`config.mk`:
```
export PLATFORM = sky130hd
export DESIGN_NAME = pmc_top
export DESIGN_NICKNAME = d
export VERILOG_FILES = /design/src/design/pmc_pkg.sv /design/src/design/pmc_settle_timer.sv /design/src/design/pmc_top.sv
export SDC_FILE = /design/constraint.sdc
export NUM_CORES = 1
export LEC_CHECK = 0
export ABC_AREA = 1
export ABC_CLOCK_PERIOD_IN_PS = 1740
export BUFFER_PORTS_ARGS = -buffer_cell sky130_fd_sc_hd__buf_2
export CAP_MARGIN = 20
export CORE_ASPECT_RATIO = 1.1
export CORE_MARGIN = 2
export CORE_UTILIZATION = 47
export DETAILED_ROUTE_END_ITERATION = 10
export PLACE_DENSITY = 0.79
export SLEW_MARGIN = 5
export SYNTH_ARGS = -nofsm -noshare
export SYNTH_HDL_FRONTEND = slang
export SYNTH_SLANG_ARGS = --single-unit
```
`constraint.sdc`:
```
create_clock -name clk_sys -period 1.74 [get_ports clk_sys]
set_clock_uncertainty 0.05 [all_clocks]
set_input_delay 0.261 -clock clk_sys [delete_from_list [all_inputs] [get_ports clk_sys]]
set_output_delay 0.261 -clock clk_sys [all_outputs]
set_load 0.03 [all_outputs]
```
`src/design/pmc_pkg.sv`:
```
package pmc_pkg;

  // ****************************************************************
  // Mode field encodings
  // ****************************************************************
  localparam logic [1:0] PMC_MODE_SINGLE = 2'h0;
  localparam logic [1:0] PMC_MODE_EXPAND = 2'h1;
  localparam logic [1:0] PMC_MODE_MICRO = 2'h2;
  localparam logic [1:0] PMC_MODE_RSVD = 2'h3;
  localparam logic [1:0] PMC_MODE_RESET = PMC_MODE_SINGLE;

  // ****************************************************************
  // Field positions on the control port
  // ****************************************************************
  localparam int unsigned PMC_CTL_RDWR_BIT = 0;
  localparam int unsigned PMC_CTL_PHI_BIT = 1;
  localparam logic [7:0] PMC_CTL_BUS_MASK = 8'h03;
  localparam logic [7:0] PMC_CTL_PIN_MASK = 8'h7f;
  localparam logic [7:0] PMC_ALL_OUT = 8'hff;

  // ****************************************************************
  // Stop settling timer and clock divider
  // ****************************************************************
  localparam logic [7:0] PMC_T3_STOP_LOAD = 8'hff;
  localparam logic [7:0] PMC_T4_STOP_LOAD = 8'h03;
  localparam int unsigned PMC_T3_STOP_DIV = 16;
  localparam logic [1:0] PMC_PHI_LAST = 2'h3;
  localparam logic [1:0] PMC_PHI_RESUME = 2'h2;
  localparam int unsigned PMC_PHI_HIGH_BIT = 1;

  // ****************************************************************
  // Types
  // ****************************************************************
  typedef enum logic [1:0] {
    PMC_ST_RUN,
    PMC_ST_WAIT,
    PMC_ST_STOP,
    PMC_ST_SETTLE
  } pmc_state_t;

  typedef struct packed {
    logic [7:0] dout;
    logic [7:0] oe;
  } pmc_pin_t;

  typedef struct packed {
    logic valid;
    logic rd_wr;
    logic [15:0] addr;
    logic [7:0] wdata;
  } pmc_bus_t;

endpackage

```
`src/design/pmc_settle_timer.sv`:
```
`timescale 1ns/1ps
`default_nettype none
module pmc_settle_timer
  import pmc_pkg::*;
#(
  parameter int unsigned PRESCALE = PMC_T3_STOP_DIV
)
(
  input wire logic clk_sys,
  input wire logic rst,
  input wire logic load,
  input wire logic run,
  output logic [7:0] t3_count,
  output logic [7:0] t4_count,
  output logic overflow
);

  // ****************************************************************
  // Prescaler feeding timer 3, timer 3 underflow feeding timer 4
  // ****************************************************************
  localparam logic [7:0] PRE_LAST = 8'(PRESCALE - 1);

  logic [7:0] pre_ff;
  logic [7:0] t3_ff;
  logic [7:0] t4_ff;
  logic ovf_ff;
  logic [7:0] nxt_pre;
  logic [7:0] nxt_t3;
  logic [7:0] nxt_t4;
  logic nxt_ovf;

  always_comb
  begin
    nxt_pre = pre_ff;
    nxt_t3 = t3_ff;
    nxt_t4 = t4_ff;
    nxt_ovf = 1'b0;
    if (load)
    begin
      nxt_pre = 8'h00;
      nxt_t3 = PMC_T3_STOP_LOAD;
      nxt_t4 = PMC_T4_STOP_LOAD;
    end
    else if (run)
    begin
      if (pre_ff == PRE_LAST)
      begin
        nxt_pre = 8'h00;
        if (t3_ff == 8'h00)
        begin
          nxt_t3 = PMC_T3_STOP_LOAD;
          nxt_t4 = t4_ff - 8'h01;
          nxt_ovf = (t4_ff == 8'h00);
        end
        else
        begin
          nxt_t3 = t3_ff - 8'h01;
        end
      end
      else
      begin
        nxt_pre = pre_ff + 8'h01;
      end
    end
  end

  always_ff @(posedge clk_sys)
  begin
    if (rst)
    begin
      pre_ff <= 8'h00;
      t3_ff <= PMC_T3_STOP_LOAD;
      t4_ff <= PMC_T4_STOP_LOAD;
      ovf_ff <= 1'b0;
    end
    else
    begin
      pre_ff <= nxt_pre;
      t3_ff <= nxt_t3;
      t4_ff <= nxt_t4;
      ovf_ff <= nxt_ovf;
    end
  end

  assign t3_count = t3_ff;
  assign t4_count = t4_ff;
  assign overflow = ovf_ff;

endmodule
`default_nettype wire

```
`src/design/pmc_top.sv`:
```
`timescale 1ns/1ps
`default_nettype none
module pmc_top
  import pmc_pkg::*;
#(
  parameter int unsigned STOP_PRESCALE = PMC_T3_STOP_DIV
)
(
  input wire logic clk_sys,
  input wire logic rst,
  input wire logic mode_strap_pin,
  input wire logic mode_wr_en,
  input wire logic [1:0] mode_wr_data,
  output logic [1:0] mode_field,
  output logic [1:0] mode_active,
  input wire logic stop_instruction,
  input wire logic wait_instruction,
  input wire logic irq_accept,
  input wire logic irq_external,
  input wire pmc_bus_t cpu_bus,
  output logic [7:0] bus_rdata,
  input wire pmc_pin_t [3:0] gpio_drive,
  output logic [3:0][7:0] gpio_read,
  input wire logic [3:0][7:0] port_pin_in,
  output pmc_pin_t [3:0] port_pin,
  output logic oscillator_output,
  output logic sys_clk_phi,
  output logic cpu_clk_en,
  output logic int_rom_en,
  output logic timer_chain_force,
  output logic [7:0] settle_t3,
  output logic [7:0] settle_t4,
  output pmc_state_t power_state
);

  // ****************************************************************
  // Decoding helpers
  // ****************************************************************
  function automatic logic is_expanded(input logic [1:0] mode);
    is_expanded = (mode == PMC_MODE_EXPAND) || (mode == PMC_MODE_MICRO);
  endfunction

  // ****************************************************************
  // Pin synchronisers
  // ****************************************************************
  logic strap_meta_ff;
  logic strap_sync_ff;
  logic [3:0][7:0] pin_meta_ff;
  logic [3:0][7:0] pin_sync_ff;

  always_ff @(posedge clk_sys)
  begin
    if (rst)
    begin
      strap_meta_ff <= 1'b0;
      strap_sync_ff <= 1'b0;
    end
    else
    begin
      strap_meta_ff <= mode_strap_pin;
      strap_sync_ff <= strap_meta_ff;
    end
  end

  genvar gi;
  generate
    for (gi = 0; gi < 4; gi++)
    begin : g_pin_sync
      always_ff @(posedge clk_sys)
      begin
        if (rst)
        begin
          pin_meta_ff[gi] <= 8'h00;
          pin_sync_ff[gi] <= 8'h00;
        end
        else
        begin
          pin_meta_ff[gi] <= port_pin_in[gi];
          pin_sync_ff[gi] <= pin_meta_ff[gi];
        end
      end
    end
  endgenerate

  // ****************************************************************
  // Power state machine
  // ****************************************************************
  pmc_state_t state_ff;
  pmc_state_t nxt_state;
  logic osc_run_ff;
  logic nxt_osc_run;
  logic chain_ff;
  logic nxt_chain;
  logic timer_load;
  logic settle_ovf;

  always_comb
  begin
    nxt_state = state_ff;
    nxt_osc_run = osc_run_ff;
    nxt_chain = chain_ff;
    timer_load = 1'b0;
    unique case (state_ff)
      PMC_ST_RUN:
      begin
        if (stop_instruction)
        begin
          nxt_state = PMC_ST_STOP;
          nxt_osc_run = 1'b0;
          nxt_chain = 1'b1;
          timer_load = 1'b1;
        end
        else if (wait_instruction)
        begin
          nxt_state = PMC_ST_WAIT;
        end
      end
      PMC_ST_WAIT:
      begin
        if (irq_accept)
        begin
          nxt_state = PMC_ST_RUN;
        end
      end
      PMC_ST_STOP:
      begin
        if (irq_accept)
        begin
          nxt_state = PMC_ST_SETTLE;
          nxt_osc_run = 1'b1;
        end
      end
      PMC_ST_SETTLE:
      begin
        if (settle_ovf)
        begin
          nxt_state = PMC_ST_RUN;
        end
      end
    endcase
    if (irq_accept && irq_external && (state_ff != PMC_ST_RUN))
    begin
      nxt_chain = 1'b0;
    end
  end

  always_ff @(posedge clk_sys)
  begin
    if (rst)
    begin
      state_ff <= PMC_ST_RUN;
      osc_run_ff <= 1'b1;
      chain_ff <= 1'b0;
    end
    else
    begin
      state_ff <= nxt_state;
      osc_run_ff <= nxt_osc_run;
      chain_ff <= nxt_chain;
    end
  end

  pmc_settle_timer #(
    .PRESCALE(STOP_PRESCALE)
  ) u_settle (
    .clk_sys(clk_sys),
    .rst(rst),
    .load(timer_load),
    .run(state_ff == PMC_ST_SETTLE),
    .t3_count(settle_t3),
    .t4_count(settle_t4),
    .overflow(settle_ovf)
  );

  // ****************************************************************
  // System clock divider
  // ****************************************************************
  logic [1:0] div_ff;
  logic [1:0] nxt_div;
  logic phi_ff;
  logic nxt_phi;
  logic tick_ff;
  logic nxt_tick;

  always_comb
  begin
    nxt_div = PMC_PHI_RESUME;
    nxt_phi = 1'b1;
    nxt_tick = 1'b0;
    if (nxt_state == PMC_ST_RUN && state_ff == PMC_ST_RUN)
    begin
      nxt_div = div_ff + 2'h1;
      nxt_phi = nxt_div[PMC_PHI_HIGH_BIT];
      nxt_tick = (div_ff == PMC_PHI_LAST);
    end
  end

  always_ff @(posedge clk_sys)
  begin
    if (rst)
    begin
      div_ff <= PMC_PHI_RESUME;
      phi_ff <= 1'b1;
      tick_ff <= 1'b0;
    end
    else
    begin
      div_ff <= nxt_div;
      phi_ff <= nxt_phi;
      tick_ff <= nxt_tick;
    end
  end

  // ****************************************************************
  // Mode field
  // ****************************************************************
  logic [1:0] mode_ff;
  logic [1:0] nxt_mode;
  logic pend_ff;
  logic nxt_pend;
  logic [1:0] pend_mode_ff;
  logic [1:0] nxt_pend_mode;
  logic [1:0] eff_mode;

  always_comb
  begin
    nxt_mode = mode_ff;
    nxt_pend = pend_ff;
    nxt_pend_mode = pend_mode_ff;
    if (tick_ff && pend_ff)
    begin
      nxt_mode = pend_mode_ff;
      nxt_pend = 1'b0;
    end
    if (mode_wr_en && (mode_wr_data != PMC_MODE_RSVD))
    begin
      nxt_pend = 1'b1;
      nxt_pend_mode = mode_wr_data;
    end
  end

  always_ff @(posedge clk_sys)
  begin
    if (rst)
    begin
      mode_ff <= PMC_MODE_RESET;
      pend_ff <= 1'b0;
      pend_mode_ff <= PMC_MODE_RESET;
    end
    else
    begin
      mode_ff <= nxt_mode;
      pend_ff <= nxt_pend;
      pend_mode_ff <= nxt_pend_mode;
    end
  end

  assign eff_mode = strap_sync_ff ? PMC_MODE_EXPAND : mode_ff;

  // ****************************************************************
  // Port function multiplexing
  // ****************************************************************
  pmc_pin_t [3:0] pin_ff;
  pmc_pin_t [3:0] nxt_pin;
  logic [7:0] rdata_ff;
  logic [7:0] nxt_rdata;
  logic bus_wr;

  assign bus_wr = cpu_bus.valid && !cpu_bus.rd_wr;

  always_comb
  begin
    nxt_pin = gpio_drive;
    nxt_pin[3].dout = gpio_drive[3].dout & PMC_CTL_PIN_MASK;
    nxt_pin[3].oe = gpio_drive[3].oe & PMC_CTL_PIN_MASK;
    nxt_rdata = rdata_ff;
    if (is_expanded(eff_mode))
    begin
      nxt_pin[0].dout = cpu_bus.addr[7:0];
      nxt_pin[0].oe = PMC_ALL_OUT;
      nxt_pin[1].dout = cpu_bus.addr[15:8];
      nxt_pin[1].oe = PMC_ALL_OUT;
      nxt_pin[2].dout = cpu_bus.wdata;
      nxt_pin[2].oe = bus_wr ? PMC_ALL_OUT : 8'h00;
      nxt_pin[3].oe = nxt_pin[3].oe | PMC_CTL_BUS_MASK;
      nxt_pin[3].dout[PMC_CTL_RDWR_BIT] = !bus_wr;
      nxt_pin[3].dout[PMC_CTL_PHI_BIT] = nxt_phi;
      if (cpu_bus.valid && cpu_bus.rd_wr)
      begin
        nxt_rdata = pin_sync_ff[2];
      end
    end
  end

  always_ff @(posedge clk_sys)
  begin
    if (rst)
    begin
      pin_ff <= '0;
      rdata_ff <= 8'h00;
    end
    else
    begin
      pin_ff <= nxt_pin;
      rdata_ff <= nxt_rdata;
    end
  end

  // ****************************************************************
  // Outputs
  // ****************************************************************
  assign port_pin = pin_ff;
  assign gpio_read = pin_sync_ff;
  assign bus_rdata = rdata_ff;
  assign mode_field = mode_ff;
  assign mode_active = eff_mode;
  assign int_rom_en = (eff_mode != PMC_MODE_MICRO);
  assign oscillator_output = osc_run_ff;
  assign sys_clk_phi = phi_ff;
  assign cpu_clk_en = tick_ff;
  assign timer_chain_force = chain_ff;
  assign power_state = state_ff;

endmodule
`default_nettype wire

```
# Word level (Yosys, flattened, before mapping)
# Index checks and enable logic that the tools add are counted.
# word_totals
out_inout_bits,131
input_bits,132
ff_bits,176
elab_cells,97
# classes
bitwise,4
n_eq_ne,11
addsub,4
reduce_logical,26
muxes,19
# op_table
cell,count
$mux 58,1
$mux 8,3
$logic_not 8->1,2
$sub 8x1->8 const B,2
$mux 2,6
$add 8x1->8 const B,1
$eq 2x2->1 const B,4
$eq 8x4->1 const B,1
$ne 2x2->1 const B,4
$pmux 2 s4,1
$logic_and 1x1->1,7
$mux 1,7
$reduce_and 2->1,3
$reduce_and 3->1,2
$reduce_bool 2->1,3
$reduce_or 2->1,3
$reduce_or 5->1,1
$eq 2x1->1 const B,2
$logic_not 2->1,2
$not 1->1,4
$add 2x1->2 const B,1
$logic_not 1->1,2
$pmux 1 s2,1
$logic_or 1x1->1,1

# Longest topological paths before layout
# logic_depth
word_depth,7
ltp_mapped,10

# Cells and area by module
# A second synthesis with hierarchy kept.
# unflattened
cells_unflattened,741
hier_area_um2,5977.0
# modules_own_cells
module,area_each_um2,seq_area_each_um2,cells_per_inst,instances
pmc_top,4634.4,2982.9,544,1
pmc_settle_timer,1342.5,500.5,197,1

# Least setup slack after synthesis
# No wires, ideal clock.
# synth_timing
kind,reg2reg
from,reg mode_ff[1] (netlist: mode_field[1])
to,reg rdata_ff[0] (netlist: bus_rdata[0])
path_buffers,1
setup_ps,65
stages_incl_launch_ff,10
t_arrival_ps,2115
setup_slack_ps,-490
cell_sequence,dfxtp_1 -> inv_1 -> nor2_1 -> ha_1 -> buf_2 -> inv_2 -> nand3_1 -> inv_1 -> nor2_1 -> nor2_1
# synth_between
elab_chain_len,4
word_cells_on_any_way,5
cone_classes,eq/ne: 2; mux: 1; reduce/logical: 2
# synth_rtl
element,line_no,rtl
from (decl),pmc_top.sv:217,logic [1:0] mode_ff;
from (signal assigned),pmc_top.sv:252,mode_ff <= nxt_mode;
$mux 2 (*),pmc_top.sv:258,assign eff_mode = strap_sync_ff ? PMC_MODE_EXPAND : mode_ff;
via mode_active[1],pmc_top.sv:15,"output logic [1:0] mode_active,"
$eq 2x1->1 / $eq 2x2->1 (equally long branches),pmc_top.sv:40,is_expanded = (mode == PMC_MODE_EXPAND) || (mode == PMC_MODE_MICRO);
$logic_or 1x1->1 (*),pmc_top.sv:40,
$reduce_and 2->1 (no source line) (*),-,
to (signal assigned),pmc_top.sv:305,rdata_ff <= nxt_rdata;
to (decl),pmc_top.sv:265,logic [7:0] rdata_ff;
# Mark *: on every way through the listed nets, which the timed path passes. The rest lies on a longest branch.
# A chain may end at the register's enable or synchronous reset.

# Worst setup path in the final report
# layout_timing
from,reg state_ff[0] (netlist: power_state[0])
to,reg chain_ff (netlist: timer_chain_force)
# layout_between
elab_chain_len,3
word_cells_on_any_way,5
cone_classes,reduce/logical: 5
# layout_rtl
element,line_no,rtl
from (decl),pmc_top.sv:88,pmc_state_t state_ff;
from (signal assigned),pmc_top.sv:157,state_ff <= nxt_state;
$reduce_bool 2->1,pmc_top.sv:141,if (irq_accept && irq_external && (state_ff != PMC_ST_RUN))
$logic_and 1x1->1,pmc_top.sv:141,
$reduce_or 2->1 (no source line),-,
to (signal assigned),pmc_top.sv:159,chain_ff <= nxt_chain;
to (decl),pmc_top.sv:92,logic chain_ff;
# Parallel ways exist; a longest one is shown, timed or not.

==> results.txt <==
----------------------------------------------------
[Outcome]
  Outcome ... finished clean

[Final layout]
  Ratio of cells with drive above 1 in the final layout ... 0.297
  Non-Filler Instances ... 1,247
  Synth-to-layout area growth ... 44.6%
  Total Nets Final ... 1,214
  Layout Cell Area excl Fill ... 0.00872 sq mm

[Synth]
  Largest area contributor in the netlist ... sky130_fd_sc_hd__dfxtp_1
  Most repeated cell in the gate-level netlist after synthesis ... sky130_fd_sc_hd__nor2_1
  Most used standard cells in the synthesized netlist ... sky130_fd_sc_hd__nor2_1 (215), sky130_fd_sc_hd__dfxtp_1 (174), sky130_fd_sc_hd__inv_1 (123)
  Number of synthesized flops with an enable pin ... 0
  Ranking of synthesized cells by area ... sky130_fd_sc_hd__dfxtp_1 (58%), sky130_fd_sc_hd__nor2_1 (13%), sky130_fd_sc_hd__inv_1 (7.7%)
  Number of cells produced by synthesis ... 762
  Most used flip-flop cell after synthesis ... sky130_fd_sc_hd__dfxtp_1
  Avg Inst Size Synth ... 7.91 sq um
  Cell area after synthesis ... 0.00603 sq mm
  Cell variety after synth ... 26
  Number of storage elements in the synthesis netlist ... 174
  Share of synthesized area occupied by flip-flops and latches ... 0.578
  Yosys warns ... 0
  Async set-reset flop share out of synthesis ... 0
  Top cell type's share of synthesized area ... 0.578

[Route]
  Antenna violation net count after detailed routing ... 0
  Vias post-DR ... 5,774
  Drt via density ... 4.63
  Routed WL per cell ... 14.4 um
  WL final ... 18.0 mm
  # DRC ... 0
  Number of DRC violations after detailed-routing iteration 0 ... 377
  First-pass iteration count of the detailed router ... 4

[Die]
  Die ar. ... 0.0137 sq mm
  Die span in x ... 112 um
  Height of the die ... 123 um
  Initial standard-cell utilization of the core ... 0.479
  Core Footprint ... 0.0126 sq mm
  Number of rows in the core area ... 43
  Number of I/O pins ... 263

[Clock tree]
  TritonCTS Sinks ... 174
  Clock Tree Root ... sky130_fd_sc_hd__clkbuf_16
  Clock tree from TritonCTS ... done
  Skew-Pair Late Insertion Delay ... 0.42 ns
  Number of H-tree levels ... 4
  Clock slew seen by the registers of the worst setup and hold paths ... 0.07 ns
  Max Root-Sink Buffers ... 2
  Number of clock buffers inserted by TritonCTS ... 17

[Global routing]
  Global-route wire length before repair ... 26.9 mm
  Number of antenna violations at the first check in global routing ... 1
  Via count of the first global-routing pass ... 5,399
  Pin count of the biggest net entering global routing ... 107
  Overflow left after global routing ... 0
  All-Layer GR Usage ... 0.253

[Timing]
  Time the final worst path needs with I/O delays and setup ... 1.65 ns
  Final hold viol count ... 0
  Total count of max-transition violations in the final report ... 0
  Period utilisation layout ... 0.949
  Fmax ... 606 MHz
  Unrepaired setup endpoints after global routing ... true
  Worst Setup Slack, final ... 0.0890 ns
  Final setup vio count ... 0

[Placement]
  Placer congestion estimate ... 0.850
  Pre-CTS setup slack ... 0.0907 ns
  Area after DPL ... 0.00753 sq mm
  Half-perimeter wire length after placement ... 11.3 mm
  Count of input and output buffers ... 258
  Number of placed instances with taps included ... 1,159

[Flow run]
  Max-capacitance violation count ... 0

[Critical path]
  Buffers plus inverters on the worst setup path ... 2
  CP Data Arrival Time ... 1.91 ns
  Type of element launching the critical path ... flip-flop
  Cell with the biggest individual delay on the critical path ... sky130_fd_sc_hd__dlygate4sd3_1
  R2R setup slack ... 0.09 ns
  Family of cells with the greatest summed delay on the critical path ... buffers and inverters
  CP required ... 2.00 ns
  Worst setup path category ... reg -> reg
  Largest fanout on the critical path ... 4
  Peak per-stage delay on the critical path ... 0.56 ns
  Ordered cell list for the critical path ... inv_1 -> nand2_1 -> nor2_4 -> o21ai_1 -> a31oi_1 -> dlygate4sd3_1
  Crit path capture type ... flip-flop

[Pwr]
  VDD IR max ... 0.806 mV
  Total Power ... 9.27 mW
  Power density relative to cell area ... 1060 mW/mm^2
  Static leakage ... 4.52 nW

[Min path]
  Class of the worst hold path ... in -> reg

----------------------------------------------------
[power breakdown]
part | total, mW | switching [mW] | internal (mW)
Combinational | 1.11 | 0.700 | 0.411
Sequential | 4.24 | 0.0640 | 4.17
Clock | 3.93 | 1.65 | 2.28
[tightest hold or removal path, cell delays in order]
cell	delay (ns)
sky130_fd_sc_hd__buf_2	0.08
sky130_fd_sc_hd__nor2_1	0.04
sky130_fd_sc_hd__nor2_1	0.07
[path summary, 6_finish.rpt]
check / startpoint / endpoint / cells past startpoint
max: power_state[0] / timer_chain_force / 6
min: gpio_drive[5] / port_pin[5] / 3
max reg2reg: power_state[0] / timer_chain_force / 6
min reg2reg: pin_meta_ff[17] / gpio_read[17] / 2
[metrics by stage]
stage               hold WS [ns]  TNS [ns]  utilization
finish                   0.00863         0        0.692
global route              0.0180   -0.0317        0.692
CTS                     0.000469         0        0.691
detailed placement         0.342         0        0.598
global placement           0.339         0        0.598
floorplan                  0.312    -0.145            -
[cells by family (layout without fill, tap and decap cells)]
kind of cell             after synthesis  count (layout)  share of synthesized area
AND/OR/NAND/NOR                      348             348                      0.239
flip-flops                           174             174                      0.578
buffers and inverters                156             482                     0.0996
AO/OA/AOI/OAI                         71              71                     0.0621
adder cells (fa/ha/maj)                6               6                     0.0125
XOR/XNOR                               6               6                    0.00872
other                                  1               3                   0.000622
[cell type report]
type / count / area [sq um]
clock buffers: 21 / 470
fillers: 939 / 3870
repair buffers: 321 / 1950
inverters: 129 / 487
multi-input cells: 433 / 1970
well taps: 157 / 196
diodes: 1 / 2.50
flip-flops and latches: 174 / 3490
clock inverters: 11 / 144
[sequential cells by signal, summed over array words and instances, names as in the netlist, 8 cells and up]
register           count
u_settle.pre_ff        8
bus_rdata              8
pin_meta_ff           32
port_pin              62
gpio_read             32
u_settle.t4_count      8
u_settle.t3_count      8
[per-layer routing]
metal / wire [um] / GRT usage / vias to the layer above
met4: 841 / 0.151 / 0
li1: - / - / 2913
met3: 1280 / 0.0696 / 50
met5: 0 / 0 / -
met1: 6770 / 0.270 / 2572
met2: 9120 / 0.449 / 239
[layout by cell type (no fill, tap or decap), types with 3 or more instances in the layout]
cell type                       instances
sky130_fd_sc_hd__inv_1                122
sky130_fd_sc_hd__xor2_1                 6
sky130_fd_sc_hd__buf_4                  5
sky130_fd_sc_hd__dlygate4sd3_1         55
sky130_fd_sc_hd__o21ai_1                7
sky130_fd_sc_hd__o21ai_0               38
sky130_fd_sc_hd__inv_6                  3
sky130_fd_sc_hd__nand4_1                9
sky130_fd_sc_hd__nand3_1               23
sky130_fd_sc_hd__nor2_1               214
sky130_fd_sc_hd__nand2_1               81
sky130_fd_sc_hd__clkbuf_16             17
sky130_fd_sc_hd__a21oi_1               21
sky130_fd_sc_hd__buf_12                 4
sky130_fd_sc_hd__nor2_4                 8
sky130_fd_sc_hd__buf_2                257
sky130_fd_sc_hd__inv_2                  6
sky130_fd_sc_hd__nor3_1                 6
sky130_fd_sc_hd__clkbuf_8               3
sky130_fd_sc_hd__dfxtp_1              172
sky130_fd_sc_hd__inv_8                  3
sky130_fd_sc_hd__ha_1                   6
[repair_timing]
action / in CTS / in global routing
buffers inserted: 0 / 0
hold endpoints to repair: 54 / 0
hold buffers: 55 / 0
gates resized for setup: 0 / 6
endpoints found under the setup margin: 0 / 8
Power figures use the tool's default switching activity.
